<file path="src/core/sppc_defines.svh">
// Purpose: Offsets, field positions, reset values of the port policy regs
// Assumes: Register index times four gives the APB byte address
// Notes: Definitions only
`ifndef SPPC_DEFINES_SVH
`define SPPC_DEFINES_SVH

// ==========================================================
// Register indexes (byte address = index * 4)
`define SPPC_P1_CTRL1_IDX 6'h11
`define SPPC_P1_CTRL2_IDX 6'h12
`define SPPC_P2_CTRL1_IDX 6'h21
`define SPPC_P2_CTRL2_IDX 6'h22
`define SPPC_P3_CTRL1_IDX 6'h31
`define SPPC_P3_CTRL2_IDX 6'h32

// ==========================================================
// First control register fields
`define SPPC_C1_SNIFFER 7
`define SPPC_C1_RX_SNIFF 6
`define SPPC_C1_TX_SNIFF 5
`define SPPC_C1_DBL_TAG 4
`define SPPC_C1_PRIO_CEIL 3
`define SPPC_C1_MEMB_HI 2
`define SPPC_C1_MEMB_LO 0

// ==========================================================
// Second control register fields
`define SPPC_C2_RSVD 7
`define SPPC_C2_IN_VLAN_FILT 6
`define SPPC_C2_DROP_NON_PVID 5
`define SPPC_C2_FORCE_PAUSE 4
`define SPPC_C2_BACKPRESS 3
`define SPPC_C2_TX_EN 2
`define SPPC_C2_RX_EN 1
`define SPPC_C2_LEARN_DIS 0

// ==========================================================
// Reset values and default tag layout
`define SPPC_C1_RST 8'h07
`define SPPC_C2_RST 8'h06
`define SPPC_TAG_PRIO_HI 15
`define SPPC_TAG_PRIO_LO 13
`define SPPC_TAG_CFI 12
`define SPPC_TAG_VID_HI 11
`define SPPC_TAG_VID_LO 0

`endif

</file>
<file path="src/core/sppc_pkg.sv">
// Purpose: Types shared by the port policy control files
// Assumes: Nothing
// Notes: Constants live in sppc_defines.svh
package sppc_pkg;

    // Start-up sequence for loading the pause straps
    typedef enum logic [1:0] {
        BOOT_SYNC1,
        BOOT_SYNC2,
        BOOT_LOAD,
        BOOT_RUN
    } sppc_boot_t;

endpackage

</file>
<file path="src/core/sppc_port_regs.sv">
// Purpose: The two control registers of one switch port
// Assumes: Writes never coincide with the strap load
// Notes: Strap capture happens once, after reset release
`timescale 1ns/1ps
`include "sppc_defines.svh"

module sppc_port_regs #(
    parameter bit HAS_STRAP = 1'b1
) (
    input wire logic clk_i, // Switch clock
    input wire logic arst_n_i, // Async reset, low
    input wire logic wr1_i, // Write first register
    input wire logic wr2_i, // Write second register
    input wire logic [7:0] wdata_i, // Write data
    input wire logic strap_load_i, // Strap capture strobe
    input wire logic strap_i, // Synchronised strap level
    output logic [7:0] ctrl1_o, // First register
    output logic [7:0] ctrl2_o // Second register
);

    logic [7:0] ctrl1_reg;
    logic [7:0] ctrl2_reg;
    logic [7:0] ctrl1_next;
    logic [7:0] ctrl2_next;
    logic [7:0] strap_val_w;

    // Only the pause bit follows the strap; others keep their value
    assign strap_val_w = HAS_STRAP ?
        (ctrl2_reg & ~(8'h01 << `SPPC_C2_FORCE_PAUSE)) |
        ({7'h00, strap_i} << `SPPC_C2_FORCE_PAUSE) : ctrl2_reg;

    assign ctrl1_next = wr1_i ? wdata_i : ctrl1_reg;
    assign ctrl2_next = wr2_i ? wdata_i :
        (strap_load_i ? strap_val_w : ctrl2_reg);

    always_ff @(posedge clk_i or negedge arst_n_i) begin
        if (!arst_n_i) begin
            ctrl1_reg <= `SPPC_C1_RST;
            ctrl2_reg <= `SPPC_C2_RST;
        end else begin
            ctrl1_reg <= ctrl1_next;
            ctrl2_reg <= ctrl2_next;
        end
    end

    assign ctrl1_o = ctrl1_reg;
    assign ctrl2_o = ctrl2_reg;

endmodule

</file>
<file path="src/core/sppc_top.sv">
// Purpose: Per-port policy control of a three-port switch, APB regs
// Assumes: Descriptor inputs come from logic on clk_i
// Notes: One packet decision per cycle, answered one cycle later
//
// How it works
// - First control register of ports 1..3 at indexes 0x11, 0x21, 0x31.
// - Second control register of ports 1..3 at indexes 0x12, 0x22, 0x32.
// - Bit 7 makes the port a mirror destination for monitored packets.
// - Bit 6 marks all packets received on the port as monitored.
// - Bit 5 marks all packets sent on the port as monitored.
// - Bit 4 adds ingress default tag to every packet, tagged or not.
// - Bit 3 caps packet priority at the default tag priority.
// - Bits 2..0 are egress membership, port 3..1, reset all ones.
// - A port's membership mask limits its forwarded packets, not its mirror copies.
// - Second reg bit 6 drops packets whose VLAN lacks ingress port.
// - Second reg bit 5 drops packets whose VID differs from default.
// - Second reg bit 4 forces full-duplex pause on ports 1, 2, else negotiated.
// - Ports 1, 2 pause bit loads strap after reset release; port 3 ignores it.
// - Second reg bit 3 enables half-duplex back pressure, reset zero.
// - Second reg bit 2 permits transmission, resets to one.
// - Second reg bit 1 permits reception, resets to one.
// - Second reg bit 0 stops address learning, resets to zero.
// - Default tag: priority 15..13, CFI 12, VID 11..0.
// - Default VID applies to untagged and null-VID packets.
`timescale 1ns/1ps
`include "sppc_defines.svh"

module sppc_top #(
    parameter int NPORTS = 3
) (
    input wire logic clk_i, // Switch clock, 100 MHz
    input wire logic arst_n_i, // Async reset, low
    // APB slave
    input wire logic psel_i, // Select
    input wire logic penable_i, // Access phase
    input wire logic pwrite_i, // Write
    input wire logic [7:0] paddr_i, // Byte address
    input wire logic [31:0] pwdata_i, // Write data
    input wire logic [3:0] pstrb_i, // Byte strobes
    output logic [31:0] prdata_o, // Read data
    output logic pready_o, // Ready
    output logic pslverr_o, // Unmapped access
    // Straps, raw pins
    input wire logic first_port_forced_pause_strap_i, // Port 1 strap
    input wire logic second_port_forced_pause_strap_i, // Port 2 strap
    // Port levels
    input wire logic [NPORTS-1:0] an_pause_i, // Negotiated pause
    output logic [NPORTS-1:0] port_pause_en_o, // Full-duplex pause
    output logic [NPORTS-1:0] port_backpress_o, // Half-duplex BP
    output logic [NPORTS-1:0] port_tx_en_o, // Transmit allowed
    output logic [NPORTS-1:0] port_rx_en_o, // Receive allowed
    // Packet descriptor
    input wire logic pkt_valid_i, // Descriptor valid
    input wire logic [1:0] pkt_src_i, // Ingress port 1..3
    input wire logic pkt_tagged_i, // Arrived tagged
    input wire logic [11:0] pkt_vid_i, // Packet VID
    input wire logic [2:0] pkt_prio_i, // Packet priority
    input wire logic [NPORTS-1:0] pkt_vlan_memb_i, // VLAN table members
    input wire logic [NPORTS-1:0] pkt_dest_i, // Lookup destinations
    input wire logic [15:0] dflt_tag1_i, // Port 1 default tag
    input wire logic [15:0] dflt_tag2_i, // Port 2 default tag
    input wire logic [15:0] dflt_tag3_i, // Port 3 default tag
    // Decision
    output logic res_valid_o, // Decision valid
    output logic [NPORTS-1:0] res_fwd_o, // Normal egress ports
    output logic [NPORTS-1:0] res_mirror_o, // Extra mirror copies
    output logic res_drop_o, // Packet discarded
    output logic res_add_tag_o, // Insert default tag
    output logic [2:0] res_prio_o, // Resulting priority
    output logic [11:0] res_vid_o, // Effective VID
    output logic res_learn_o // Learn source address
);

    // ==========================================================
    // Helpers
    function automatic logic [2:0] tag_prio(input logic [15:0] t);
        tag_prio = t[`SPPC_TAG_PRIO_HI:`SPPC_TAG_PRIO_LO];
    endfunction

    function automatic logic [11:0] tag_vid(input logic [15:0] t);
        tag_vid = t[`SPPC_TAG_VID_HI:`SPPC_TAG_VID_LO];
    endfunction

    function automatic logic idx_hit(input logic [5:0] a,
                                     input logic [5:0] b);
        idx_hit = (a == b);
    endfunction

    // ==========================================================
    // Strap synchroniser and start-up sequence
    logic [1:0] strap_s1_reg;
    logic [1:0] strap_s2_reg;
    sppc_pkg::sppc_boot_t boot_reg;
    sppc_pkg::sppc_boot_t boot_next;
    logic strap_load_w;
    logic run_w;

    always_ff @(posedge clk_i or negedge arst_n_i) begin
        if (!arst_n_i) begin
            strap_s1_reg <= 2'h0;
            strap_s2_reg <= 2'h0;
        end else begin
            strap_s1_reg <= {second_port_forced_pause_strap_i,
                             first_port_forced_pause_strap_i};
            strap_s2_reg <= strap_s1_reg;
        end
    end

    // Wait until the synchroniser holds the post-reset level
    always_comb begin
        case (boot_reg)
            sppc_pkg::BOOT_SYNC1: boot_next = sppc_pkg::BOOT_SYNC2;
            sppc_pkg::BOOT_SYNC2: boot_next = sppc_pkg::BOOT_LOAD;
            sppc_pkg::BOOT_LOAD: boot_next = sppc_pkg::BOOT_RUN;
            sppc_pkg::BOOT_RUN: boot_next = sppc_pkg::BOOT_RUN;
            default: boot_next = sppc_pkg::BOOT_SYNC1;
        endcase
    end

    always_ff @(posedge clk_i or negedge arst_n_i) begin
        if (!arst_n_i) begin
            boot_reg <= sppc_pkg::BOOT_SYNC1;
        end else begin
            boot_reg <= boot_next;
        end
    end

    assign strap_load_w = (boot_reg == sppc_pkg::BOOT_LOAD);
    assign run_w = (boot_reg == sppc_pkg::BOOT_RUN);

    // ==========================================================
    // APB decode
    logic [5:0] idx_w;
    logic aligned_w;
    logic [NPORTS-1:0] hit1_w;
    logic [NPORTS-1:0] hit2_w;
    logic mapped_w;
    logic [7:0] rd_byte_w;
    logic wr_done_w;
    logic apb_access_w;
    logic ready_reg;
    logic ready_next;
    logic [31:0] rdata_reg;
    logic slverr_reg;

    assign idx_w = paddr_i[7:2];
    assign aligned_w = (paddr_i[1:0] == 2'h0);
    assign hit1_w[0] = aligned_w & idx_hit(idx_w, `SPPC_P1_CTRL1_IDX);
    assign hit1_w[1] = aligned_w & idx_hit(idx_w, `SPPC_P2_CTRL1_IDX);
    assign hit1_w[2] = aligned_w & idx_hit(idx_w, `SPPC_P3_CTRL1_IDX);
    assign hit2_w[0] = aligned_w & idx_hit(idx_w, `SPPC_P1_CTRL2_IDX);
    assign hit2_w[1] = aligned_w & idx_hit(idx_w, `SPPC_P2_CTRL2_IDX);
    assign hit2_w[2] = aligned_w & idx_hit(idx_w, `SPPC_P3_CTRL2_IDX);
    assign mapped_w = |{hit1_w, hit2_w};

    // Held off until straps are in, so no write races the load
    assign ready_next = psel_i & ~ready_reg & run_w;
    // Completion edge: the only edge at which a write lands
    assign apb_access_w = psel_i & penable_i & ready_reg;
    assign wr_done_w = apb_access_w & pwrite_i & pstrb_i[0];

    logic [7:0] ctrl1_w [NPORTS];
    logic [7:0] ctrl2_w [NPORTS];

    always_comb begin
        rd_byte_w = 8'h00;
        for (int p = 0; p < NPORTS; p++) begin
            rd_byte_w = rd_byte_w | ({8{hit1_w[p]}} & ctrl1_w[p])
                | ({8{hit2_w[p]}} & ctrl2_w[p]);
        end
    end

    always_ff @(posedge clk_i or negedge arst_n_i) begin
        if (!arst_n_i) begin
            ready_reg <= 1'b0;
            rdata_reg <= 32'h0000_0000;
            slverr_reg <= 1'b0;
        end else begin
            ready_reg <= ready_next;
            if (ready_next) begin
                rdata_reg <= {24'h00_0000, rd_byte_w};
                slverr_reg <= ~mapped_w;
            end
        end
    end

    assign prdata_o = rdata_reg;
    assign pready_o = ready_reg;
    assign pslverr_o = slverr_reg;

    // ==========================================================
    // Port register pairs
    logic [NPORTS-1:0] strap_w;

    assign strap_w = {1'b0, strap_s2_reg};

    for (genvar g = 0; g < NPORTS; g++) begin : g_port
        sppc_port_regs #(
            .HAS_STRAP(g < 2)
        ) u_regs (
            .clk_i(clk_i),
            .arst_n_i(arst_n_i),
            .wr1_i(wr_done_w & hit1_w[g]),
            .wr2_i(wr_done_w & hit2_w[g]),
            .wdata_i(pwdata_i[7:0]),
            .strap_load_i(strap_load_w),
            .strap_i(strap_w[g]),
            .ctrl1_o(ctrl1_w[g]),
            .ctrl2_o(ctrl2_w[g])
        );
    end

    // ==========================================================
    // Field views
    logic [NPORTS-1:0] sniffer_w;
    logic [NPORTS-1:0] rx_sniff_w;
    logic [NPORTS-1:0] tx_sniff_w;
    logic [NPORTS-1:0] dbl_tag_w;
    logic [NPORTS-1:0] ceil_w;
    logic [NPORTS-1:0] vfilt_w;
    logic [NPORTS-1:0] pvid_only_w;
    logic [NPORTS-1:0] force_w;
    logic [NPORTS-1:0] bp_w;
    logic [NPORTS-1:0] txen_w;
    logic [NPORTS-1:0] rxen_w;
    logic [NPORTS-1:0] nolearn_w;
    logic [NPORTS-1:0] memb_w [NPORTS];

    always_comb begin
        for (int p = 0; p < NPORTS; p++) begin
            sniffer_w[p] = ctrl1_w[p][`SPPC_C1_SNIFFER];
            rx_sniff_w[p] = ctrl1_w[p][`SPPC_C1_RX_SNIFF];
            tx_sniff_w[p] = ctrl1_w[p][`SPPC_C1_TX_SNIFF];
            dbl_tag_w[p] = ctrl1_w[p][`SPPC_C1_DBL_TAG];
            ceil_w[p] = ctrl1_w[p][`SPPC_C1_PRIO_CEIL];
            memb_w[p] = ctrl1_w[p][`SPPC_C1_MEMB_HI:`SPPC_C1_MEMB_LO];
            vfilt_w[p] = ctrl2_w[p][`SPPC_C2_IN_VLAN_FILT];
            pvid_only_w[p] = ctrl2_w[p][`SPPC_C2_DROP_NON_PVID];
            force_w[p] = ctrl2_w[p][`SPPC_C2_FORCE_PAUSE];
            bp_w[p] = ctrl2_w[p][`SPPC_C2_BACKPRESS];
            txen_w[p] = ctrl2_w[p][`SPPC_C2_TX_EN];
            rxen_w[p] = ctrl2_w[p][`SPPC_C2_RX_EN];
            nolearn_w[p] = ctrl2_w[p][`SPPC_C2_LEARN_DIS];
        end
    end

    // ==========================================================
    // Port level outputs
    logic [NPORTS-1:0] pause_next;

    // Port 3 has its pause set elsewhere, so its bit is ignored
    assign pause_next = an_pause_i | (force_w & 3'h3);

    always_ff @(posedge clk_i or negedge arst_n_i) begin
        if (!arst_n_i) begin
            port_pause_en_o <= 3'h0;
            port_backpress_o <= 3'h0;
            port_tx_en_o <= 3'h0;
            port_rx_en_o <= 3'h0;
        end else begin
            port_pause_en_o <= pause_next;
            port_backpress_o <= bp_w;
            port_tx_en_o <= txen_w;
            port_rx_en_o <= rxen_w;
        end
    end

    // ==========================================================
    // Packet decision
    logic src_ok_w;
    logic [1:0] s_w;
    logic [NPORTS-1:0] src_bit_w;
    logic [15:0] dtag_w;
    logic [11:0] dvid_w;
    logic [11:0] evid_w;
    logic [2:0] dprio_w;
    logic drop_w;
    logic [NPORTS-1:0] fwd_w;
    logic monitored_w;
    logic [NPORTS-1:0] mirror_w;
    logic [2:0] prio_w;
    logic add_tag_w;
    logic learn_w;

    assign src_ok_w = (pkt_src_i != 2'h0);
    assign s_w = src_ok_w ? pkt_src_i - 2'h1 : 2'h0;
    assign src_bit_w = 3'h1 << s_w;
    assign dtag_w = (s_w == 2'h0) ? dflt_tag1_i :
        (s_w == 2'h1) ? dflt_tag2_i : dflt_tag3_i;
    assign dvid_w = tag_vid(dtag_w);
    assign dprio_w = tag_prio(dtag_w);
    // Untagged or null-VID frames adopt the port VID
    assign evid_w = (!pkt_tagged_i || pkt_vid_i == 12'h000) ?
        dvid_w : pkt_vid_i;

    assign drop_w = ~src_ok_w | ~rxen_w[s_w]
        | (vfilt_w[s_w] & ~pkt_vlan_memb_i[s_w])
        | (pvid_only_w[s_w] & (evid_w != dvid_w));

    // Egress limited by membership and transmit enable
    assign fwd_w = drop_w ? 3'h0 :
        pkt_dest_i & memb_w[s_w] & txen_w & ~src_bit_w;

    assign monitored_w = rx_sniff_w[s_w]
        | (|(tx_sniff_w & fwd_w));
    // Copies only to sniffers not already receiving it
    assign mirror_w = (monitored_w && !drop_w) ?
        sniffer_w & txen_w & ~fwd_w & ~src_bit_w : 3'h0;

    assign prio_w = (ceil_w[s_w] && pkt_prio_i > dprio_w) ?
        dprio_w : pkt_prio_i;

    assign add_tag_w = dbl_tag_w[s_w];
    // Learning ignores VLAN drops; only receive gating, the learn-disable bit or a zero source stops it
    assign learn_w = pkt_valid_i & src_ok_w & rxen_w[s_w]
        & ~nolearn_w[s_w];

    always_ff @(posedge clk_i or negedge arst_n_i) begin
        if (!arst_n_i) begin
            res_valid_o <= 1'b0;
            res_fwd_o <= 3'h0;
            res_mirror_o <= 3'h0;
            res_drop_o <= 1'b0;
            res_add_tag_o <= 1'b0;
            res_prio_o <= 3'h0;
            res_vid_o <= 12'h000;
            res_learn_o <= 1'b0;
        end else begin
            res_valid_o <= pkt_valid_i;
            res_fwd_o <= fwd_w;
            res_mirror_o <= mirror_w;
            res_drop_o <= drop_w;
            res_add_tag_o <= add_tag_w;
            res_prio_o <= prio_w;
            res_vid_o <= evid_w;
            res_learn_o <= learn_w;
        end
    end

endmodule

</file>
<file path="config.mk">
export PLATFORM = sky130hd
export DESIGN_NAME = sppc_top
export DESIGN_NICKNAME = d
export VERILOG_FILES = /design/src/core/sppc_pkg.sv /design/src/core/sppc_port_regs.sv /design/src/core/sppc_top.sv
export VERILOG_INCLUDE_DIRS = /design/src /design/src/core
export SDC_FILE = /design/constraint.sdc
export NUM_CORES = 1
export LEC_CHECK = 0
export ABC_CLOCK_PERIOD_IN_PS = 2000
export BUFFER_PORTS_ARGS = -buffer_cell sky130_fd_sc_hd__buf_2
export CAP_MARGIN = 15
export CORE_ASPECT_RATIO = 0.8
export CORE_MARGIN = 8
export CORE_UTILIZATION = 35
export CTS_BUF_LIST = sky130_fd_sc_hd__clkbuf_8
export DETAILED_ROUTE_END_ITERATION = 8
export GPL_TIMING_DRIVEN = 0
export MAX_ROUTING_LAYER = met4
export PLACE_DENSITY = 0.68
export SYNTH_ARGS = -nofsm -noshare
export SYNTH_HDL_FRONTEND = slang
export SYNTH_SLANG_ARGS = --single-unit
</file>
<file path="constraint.sdc">
create_clock -name clk_i -period 2 [get_ports clk_i]
set_clock_uncertainty 0.05 [all_clocks]
set_input_delay 0.1 -clock clk_i [delete_from_list [all_inputs] [get_ports clk_i]]
set_output_delay 0.1 -clock clk_i [all_outputs]
set_load 0.02 [all_outputs]
</file>
[After elaboration in Yosys (flattened, before gate mapping)]
Cells that the tools add are included.
Word-level totals
  register bits: 101
  output and inout port bits: 71
  word-level logic and storage cells: 143
  bits of input ports: 127
Cells by class
  equality and inequality tests: 11
  magnitude comparators: 3
  reduce and logical (&&, ||, !) cells: 15
  shift-type cells: 1
  $add $sub $neg: 1
  bitwise gates (word level): 57
  multiplexer cells: 31
Operators by type and width (number)
  AND 8 bit: 6
  bitwise OR 8 bit: 5
  2-to-1 mux 16 bit: 2
  2-to-1 mux 8 bit: 4
  equality test 6 bit (second input constant): 4
  AND 1 bit: 23
  AND 3 bit: 7
  binary-select mux 1 bit (select 2 bit): 8
  bitwise OR 8 x 5 -> 8 bit: 2
  2-to-1 mux 3 bit: 5
  equality test 6 x 5 -> 1 bit (second input constant): 2
  zero test 12 bit: 1
  2-to-1 mux 12 bit: 1
  != test 12 bit: 1
  2-to-1 mux 1 bit: 8
  binary-select mux 3 bit (select 2 bit): 1
  zero test 2 bit: 3
  NOT 1 bit: 6
  NOT 3 bit: 2
  one-hot mux 2 bit (3 select lines): 1
  nonzero test 2 bit: 3
  OR reduction 6 bit: 1
  equality test 2 x 1 -> 1 bit (second input constant): 2
  equality test 2 bit (second input constant): 2
  other kinds (14): 19

[Longest topological paths before layout]
Gate-level depths: netlist of the first run.
  word-level depth: 15
  mapped depth: 11
  mapped depth without buffers: 8

[Modules after synthesis]
A second synthesis of the first run with hierarchy kept.
Second synthesis, totals
  cells, all modules: 464
  area, all modules: 5332.6 µm²
By module, submodules not included
  sppc_top: sequential area each 1326.3 µm², cells each 358, instances 1, area each 3316.9 µm²
  sppc_port_regs at g_port[0].u_regs ...: sequential area each 406.6 µm², cells each 36, instances 2, area each 673.1 µm²
  sppc_port_regs at g_port[2].u_regs: sequential area each 406.6 µm², cells each 34, instances 1, area each 669.4 µm²

[Worst setup path after synthesis of the first run]
No wires, ideal clock.
  kind: input to register
  start point: input pkt_src_i[1]
  end point: register res_prio_o[0]
  data arrival time: 2.457 ns
  stages: 10
  data required time: 1.825 ns
  path slack: -0.632 ns
  cell sequence: buf_2 > buf_2 > clkbuf_1 > clkbuf_1 > o21ai_0 > ha_1 > nor2b_1 > o21a_1 > o21ai_0 > mux2_2
Between the ends
  word-level cells in the longest chain between the ends: 8
Ends and longest elaborated chain
  from (decl): RTL line sppc_top.sv:54  | input wire logic [1:0] pkt_src_i,
  subtractor 2 x 1 -> 2 bit / nonzero test 2 bit (equally long branches): RTL line sppc_top.sv:286, sppc_top.sv:285
  2-to-1 mux 2 bit (*): RTL line sppc_top.sv:286  | assign s_w = src_ok_w ? pkt_src_i - 2'h1 : 2'h0;
  equality test 2 x 1 -> 1 bit: RTL line sppc_top.sv:289  | (s_w == 2'h1) ? dflt_tag2_i : dflt_tag3_i;
  2-to-1 mux 16 bit: RTL line sppc_top.sv:289
  2-to-1 mux 16 bit: RTL line sppc_top.sv:288  | assign dtag_w = (s_w == 2'h0) ? dflt_tag1_i :
  greater-than comparator 3 bit: RTL line sppc_top.sv:310  | assign prio_w = (ceil_w[s_w] && pkt_prio_i > dprio_w) ?
  logical AND 1 bit: RTL line sppc_top.sv:310
  2-to-1 mux 3 bit (*): RTL line sppc_top.sv:310
  via prio_w[0]: RTL line sppc_top.sv:281  | logic [2:0] prio_w;
  to (signal assigned): RTL line sppc_top.sv:334  | res_prio_o <= prio_w;
  to (decl): RTL line sppc_top.sv:69  | output logic [2:0] res_prio_o,
The timed path passes the listed nets; every way through them passes the cells marked *. The select of a mux whose other input is x is not followed.
A chain may end at the register's enable or synchronous reset.

[Worst setup path after layout of the first run]
  start point: register g_port[0].u_regs.ctrl2_reg[6]
  end point: register res_mirror_o[2]
Between the ends
  word-level cells in the longest chain between the ends: 11
Ends and longest elaborated chain
  from (decl): RTL line sppc_port_regs.sv:22  | logic [7:0] ctrl2_reg;
  from (signal assigned): RTL line sppc_port_regs.sv:39  | ctrl2_reg <= `SPPC_C2_RST;
  from (signal assigned): RTL line sppc_port_regs.sv:42  | ctrl2_reg <= ctrl2_next;
  binary-select mux 1 bit (select 2 bit) (*): RTL line sppc_top.sv:297  | | (vfilt_w[s_w] & ~pkt_vlan_memb_i[s_w])
  2-to-1 mux 1 bit (implied by the code) (*): RTL line sppc_top.sv:297
  AND 1 bit (*): RTL line sppc_top.sv:297
  bitwise OR 1 bit (*): RTL line sppc_top.sv:297
  bitwise OR 1 bit (*): RTL line sppc_top.sv:298  | | (pvid_only_w[s_w] & (evid_w != dvid_w));
  via drop_w: RTL line sppc_top.sv:277  | logic drop_w;
  2-to-1 mux 3 bit: RTL line sppc_top.sv:301  | assign fwd_w = drop_w ? 3'h0 :
  AND 3 bit: RTL line sppc_top.sv:305  | | (|(tx_sniff_w & fwd_w));
  OR reduction 3 bit: RTL line sppc_top.sv:305
  bitwise OR 1 bit: RTL line sppc_top.sv:305
  logical AND 1 bit: RTL line sppc_top.sv:307  | assign mirror_w = (monitored_w && !drop_w) ?
  2-to-1 mux 3 bit (*): RTL line sppc_top.sv:307
  via mirror_w[2]: RTL line sppc_top.sv:280  | logic [NPORTS-1:0] mirror_w;
  to (signal assigned): RTL line sppc_top.sv:331  | res_mirror_o <= mirror_w;
  to (decl): RTL line sppc_top.sv:66  | output logic [NPORTS-1:0] res_mirror_o,
Marked as above.

==> results.md, run 1 <==
- Largest family of logic cells by synthesized area: multiplexers
- Syn Inst Count: 452
- Final hold violations: 0
- Synth Area in Adders: 0.741%
- Cell Count, Final, Fillers Out: 854
- First-pass GRT wire length: 24200 µm
- WL final: 15400 µm
- Register area share after synthesis: 50.3%
- Flop pwr share: 52.4%
- Hold slack: 0.0171 ns
- Maxcap violations: 0
- Slew Limit Fails: 0
- Crit path arrival time: 2.19 ns
- Area delta synth->final: 33.8%
- DR WL met3: 999 µm
- IO Port Bufs: 140
- P per Cell Area: 593 nW/µm²
- Leading cell type in the layout, fill and taps excluded: buf_2
- Minimum clock period: 1.95 ns
- Unrepaired setup endpoints after global routing: yes
- Count of cell types in the netlist: 50
- Vias: 4282
- Area of the mapped netlist: 5060 µm²
- Post-synthesis mux area share: 18.2%
- Critical Path RT: 2.23 ns
- Met2 wire length: 7510 µm
- Hold crit path type: in -> reg
- Diodes inserted: 0
- Crit-path max FO: 7
- Longest Clk Path Bufs: 2
- Simple logic cell fraction of the synthesized area: 10.4%
- Layout cells sized above 1: 41.5%
- GPL Wtd Cong: 0.845
- Ys flop type: dfrtp_1
- Root Driver: clkbuf_8
- Critical path cell sequence: nor3b_1 > a31oi_1 > o311ai_4 > a2111oi_4 > a41oi_4 > nor4b_2
- Total Power: 4.02 mW
- Pleak: 3.39 nW
- Vias in the first global route: 4636
- Final HPWL DP: 11800 µm
- Compound-Gate Fraction of Synth Area: 12.4%
- Yosys reg bits: 101
- GRT Util Overall: 17.4%
- Int Pwr: 2.86 mW
- Starting density of the core: 35.7%
- Total CTS buffers: 9
- Skew-Pair Late Insertion Delay: 0.39 ns
- # DRC: 0
- Num ports: 198
- Max-slew headroom: 47.7%
- Die ar.: 18600 µm²
- Initial antenna violation count: 0
- Die X: 150 µm
- M1 wire length: 6390 µm
- TritonCTS clock tree: done
- Vias per cell: 5.01
- Gr ovfl total: 0
- FP Rows: 39
- Clk pwr share: 30.5%
- Psw: 1.16 mW
- CTS clk-pin slew, worst paths: 0.10 ns
- Core Region: 14200 µm²
- Wirelength per Cell: 18.0 µm
- Max Fclk: 0.512 GHz
- Worst-margin pin slew: 0.773 ns
- Highest Signal Layer: met4
- Setup crit end kind: flip-flop
- Post-synth ARST share: 100%
- CP delay by family, top: compound AO/OA/AOI/OAI gates
- Setup-failing EPs final: 0
- Most frequent cells in the layout: 142 x buf_2, 86 x dfrtp_1, 53 x mux2_2
- H-tree Lvls: 3
- Routed Antenna Nets: 0
- # nets final: 795
- Initial drt markers: 301
- TritonRoute pass-1 iters: 5
- IR Drop Worst-Case VDD: 0.363 mV
- Avg Inst Size Synth: 11.2 µm²
- Synth Area in XOR/XNOR: 1.38%
- Crit path buf inv count: 0
- Final period util: 97.6%
- Status: finished, final reports clean
- Placed insts: 800
- Die H: 124 µm
- Critical Path Max Stage Delay: 0.41 ns
- Slowest-stage cell, CP: dfrtp_1
- Setup TNS Final: 0 ns
- Combinational share of power: 17.1%
- Crit path kind: reg -> reg
- Total number of yosys warnings: 0
- Switch share: 28.8%
- Count of clock tree sinks: 101
- Worst setup SP type: flip-flop
- Post-synth EDFFs: 0
- Filler Cells Inserted: 1325
- Largest net degree at the start of global routing: 55
## metal layers
metal | vias up | GRT usage, %
li1 | 2008 | -
met1 | 2068 | 20.7
met2 | 169 | 27.9
met3 | 37 | 3.74
met4 | 0 | 7.85
met5 | - | -
## worst min-delay path: cells and delay by family
kind                   cells  cell delay [ns]
buffers and inverters      1             0.10
AO/OA/AOI/OAI              2             0.22
## timing repair
item,4_1_cts,5_1_grt
buffers inserted,1,2
hold endpoints to repair,119,0
endpoints found under the setup margin,6,4
pin swaps,3,1
resized for setup,3,2
hold buffers,35,0
## through the flow
stage | setup WS [ns] | util, % | area (µm²)
detailed placement | -0.309 | 43.6 | 6190
floorplan | -0.0469 | - | 5230
CTS | 0.0152 | 47.5 | 6750
global placement | -0.210 | 43.4 | 6160
global route | -0.00634 | 47.7 | 6780
finish | 0.0482 | 47.7 | 6780
## Yosys cell counts (all sizes together), types with 7 or more instances
library cell / n / area, µm²
dfrtp: 86 / 2150
mux2: 55 / 619
nand2: 43 / 161
o21ai: 35 / 175
buf: 33 / 236
mux2i: 29 / 303
nor2: 19 / 71.3
dfstp: 15 / 394
inv: 14 / 52.6
a21oi: 13 / 65.1
clkbuf: 11 / 41.3
a21o: 7 / 52.6
a22oi: 7 / 52.6
## cell type report
cell class | instances | area [µm²] | area share (%)
flip-flops and latches | 101 | 2550 | 37.6
multi-input cells | 316 | 2320 | 34.3
repair buffers | 179 | 1100 | 16.3
plain buffers | 44 | 342 | 5.04
well taps | 184 | 230 | 3.40
clock buffers | 9 | 124 | 1.83
clock inverters | 7 | 55.1 | 0.813
inverters | 14 | 52.6 | 0.776
## kinds of logic after synthesis
group	after synthesis
and+or+nand+nor	105
xor gates and xnor gates	8
muxes	84
DFF	101
adders and majority gates	3
AOI/OAI and AO/OA	92
buffers and inverters	58
other	1
## power by group through the flow
stage               clock [mW]  sequential, mW  combinational (mW)
floorplan                    0            2.19               0.304
global placement             0            2.14               0.610
detailed placement           0            2.15               0.629
CTS                       1.27            2.11               0.689
global route              1.36            2.11               0.749
finish                    1.23            2.11               0.689
## final timing paths
kind,start,to,slack (ns),cells past startpoint
setup / recovery,g_port[0].u_regs.ctrl2_o[6],res_mirror_o[2],0.05,6
setup reg to reg,g_port[0].u_regs.ctrl2_o[6],res_mirror_o[2],0.05,6
hold / removal,dflt_tag1_i[3],res_vid_o[3],0.02,3
max in group asynchronous,arst_n_i,g_port[2].u_regs.ctrl1_o[0],0.92,3
hold reg to reg,strap_s1_reg[1],strap_s2_reg[1],0.32,0
min in group asynchronous,arst_n_i,port_pause_en_o[2],0.24,2
Power figures use the tool's default switching activity.
==> run 2, diff against run 1 <==
==> constraint.sdc (replaced) <==
create_clock -name clk_i -period 2 [get_ports clk_i]
set_clock_uncertainty 0.05 [all_clocks]
set_input_delay 0.3 -clock clk_i [delete_from_list [all_inputs] [get_ports clk_i]]
set_output_delay 0.3 -clock clk_i [all_outputs]
set_load 0.02 [all_outputs]
==> run 2 against run 1 <==
The run now ends with negative setup slack left. Highest routed layer unchanged. Sequential share of layout area up 1.6 points. Cell area down 4.1%. Largest cell class unchanged. Utilization down 1.9 points.
==> results.md, run 2 (synthesis gave the netlist of run 1 again) <==
- Status: complete, but fails checks (was finished, final reports clean)
- Failing checks: negative setup slack
- Setup crit end kind: flip-flop (unchanged)
- Post-route cell area: 6500 µm² (was 6780 µm²)
- IR Drop Worst-Case VDD: 0.355 mV (was 0.363 mV)
- Count of clock tree sinks: 101 (unchanged)
- Vias per cell: 5.10 (was 5.01)
- Area of the multi-input gates: 2340 µm² (was 2320 µm²)
- Gr ovfl total: 0 (unchanged)
- Longest Clk Path Bufs: 2 (unchanged)
- GRT Util Overall: 17.2% (was 17.4%)
- WL final: 15300 µm (was 15400 µm)
- H-tree Lvls: 3 (unchanged)
- Minimum clock period: 2.03 ns (was 1.95 ns)
- Critical Path RT: 2.24 ns (was 2.23 ns)
- First-pass GRT wire length: 23700 µm (was 24200 µm)
- Num ports: 198 (unchanged)
- Initial antenna violation count: 1 (was 0)
- Final HPWL DP: 11800 µm (unchanged)
- TritonRoute pass-1 iters: 4 (was 5)
- Root Driver: clkbuf_8 (unchanged)
- Wirelength per Cell: 18.6 µm (was 18.0 µm)
- # DRC: 0 (unchanged)
- Largest net degree at the start of global routing: 55 (unchanged)
- Hold crit path type: in -> reg (unchanged)
- Die ar.: 18600 µm² (unchanged)
- Layout cells sized above 1: 43.9% (was 41.5%)
- Final hold violations: 0 (unchanged)
- P per Cell Area: 612 nW/µm² (was 593 nW/µm²)
- Leading cell type in the layout, fill and taps excluded: buf_2 (unchanged)
- FP Rows: 39 (unchanged)
- Core Region: 14200 µm² (unchanged)
- Initial drt markers: 276 (was 301)
- Fin util: 45.8% (was 47.7%)
- TritonCTS clock tree: done (unchanged)
- Worst setup SP type: flip-flop (unchanged)
- Unrepaired setup endpoints after global routing: yes (unchanged)
- Starting density of the core: 35.7% (unchanged)
- Slew Limit Fails: 0 (unchanged)
- Die H: 124 µm (unchanged)
- GPL Wtd Cong: 0.845 (unchanged)
- Final period util: 101% (was 97.6%)
- Final setup margin: -0.0274 ns (was 0.0482 ns)
- Maxcap violations: 0 (unchanged)
- Crit path arrival time: 2.27 ns (was 2.19 ns)
- # nets final: 765 (was 795)
- Skew-Pair Late Insertion Delay: 0.39 ns (about the same)
- Placed Area: 6190 µm² (unchanged)
- Die X: 150 µm (unchanged)
- Crit-path max FO: 7 (unchanged)
- Worst-margin pin slew: 0.708 ns (was 0.773 ns)
- Pleak: 3.27 nW (was 3.39 nW)
- Routed Antenna Nets: 0 (unchanged)
- Total CTS buffers: 9 (unchanged)
- Max-slew headroom: 52.8% (was 47.7%)
- Register area: 2550 µm² (unchanged)
- IO Port Bufs: 140 (unchanged)
- Pre-CTS setup slack: -0.509 ns (was -0.309 ns)
- Filler Cells Inserted: 1344 (was 1325)
- Max Fclk: 0.493 GHz (was 0.512 GHz)
- Vias in the first global route: 4453 (was 4636)
- CTS clk-pin slew, worst paths: 0.10 ns (about the same)
- Setup-failing EPs final: 1 (was 0)
- Most frequent cells in the layout: 142 x buf_2, 86 x dfrtp_1, 53 x mux2_2 (unchanged)
- Crit path kind: reg -> reg (unchanged)
- Area delta synth->final: 28.3% (was 33.8%)
- Vias: 4204 (was 4282)
[run 2: changes by cell type in the layout (fill, tap and decap cells not counted), sizes merged]
cell         before  now
buf             177  178
dlygate4sd3      35    5
clkbuf           20   19
diode             0    1
[run 2: path summary, 6_finish.rpt]
check	from	end	slack [ns]	cells past startpoint
setup / recovery	g_port[0].u_regs.ctrl2_o[6]	res_mirror_o[2]	-0.03	6
hold reg to reg	strap_s1_reg[1]	strap_s2_reg[1]	0.32	0
min in group asynchronous	arst_n_i	port_pause_en_o[2]	0.43	2
setup reg to reg	g_port[0].u_regs.ctrl2_o[6]	res_mirror_o[2]	-0.03	6
max in group asynchronous	arst_n_i	g_port[2].u_regs.ctrl1_o[0]	0.71	3
hold / removal	an_pause_i[0]	port_pause_en_o[0]	0.05	2
[run 2: routing by layer]
layer / track usage [%] / wire [µm] / vias to the layer above
met4: 7.85 / 479 / 0
met1: 20.4 / 6390 / 2078
met3: 3.96 / 954 / 35
met5: - / 0 / -
met2: 27.6 / 7500 / 139
li1: - / - / 1952
[run 2: power breakdown]
group          switching, mW  internal [mW]  leakage [nW]
clock network          0.752          0.473        0.0981
registers             0.0183           2.09          1.28
logic                  0.384          0.265          1.90
total                   1.15           2.83          3.27
[run 2: area by class of cell]
class | count | area share [%]
clock buffer | 9 | 1.91
inverter | 14 | 0.809
buffer | 43 | 5.14
timing repair buffer | 150 | 12.5
tap | 184 | 3.54
multi-input combinational | 316 | 36.1
clock inverter | 7 | 0.847
sequential | 101 | 39.2
antenna | 1 | 0.0385
[run 2: critical path, stage by stage, from the launching register on]
cell	delay, ns
dfrtp_1	0.41
nor3b_1	0.15
a31oi_1	0.24
o311ai_4	0.18
a2111oi_4	0.36
a41oi_4	0.24
nor4b_2	0.30
[run 2: stage by stage]
stage	power (mW)	hold WS, ns	std cells	setup TNS, ns
2_1_floorplan	2.49	-0.0456	475	-0.406
3_3_place_gp	2.75	0.286	799	-54.23
3_5_place_dp	2.77	0.291	800	-25.84
4_1_cts	4.02	0.0253	822	0
5_1_grt	4.18	0.0142	825	-0.128
6_report	3.98	0.0472	825	-0.0274
[run 2: timing repair]
action                                  4_1_cts  5_1_grt
endpoints found under the hold margin        51        0
resized for setup                             5        6
pin swaps                                     3        4
buffers inserted                              1        3
hold buffers                                  5        0
endpoints found under the setup margin       37        7
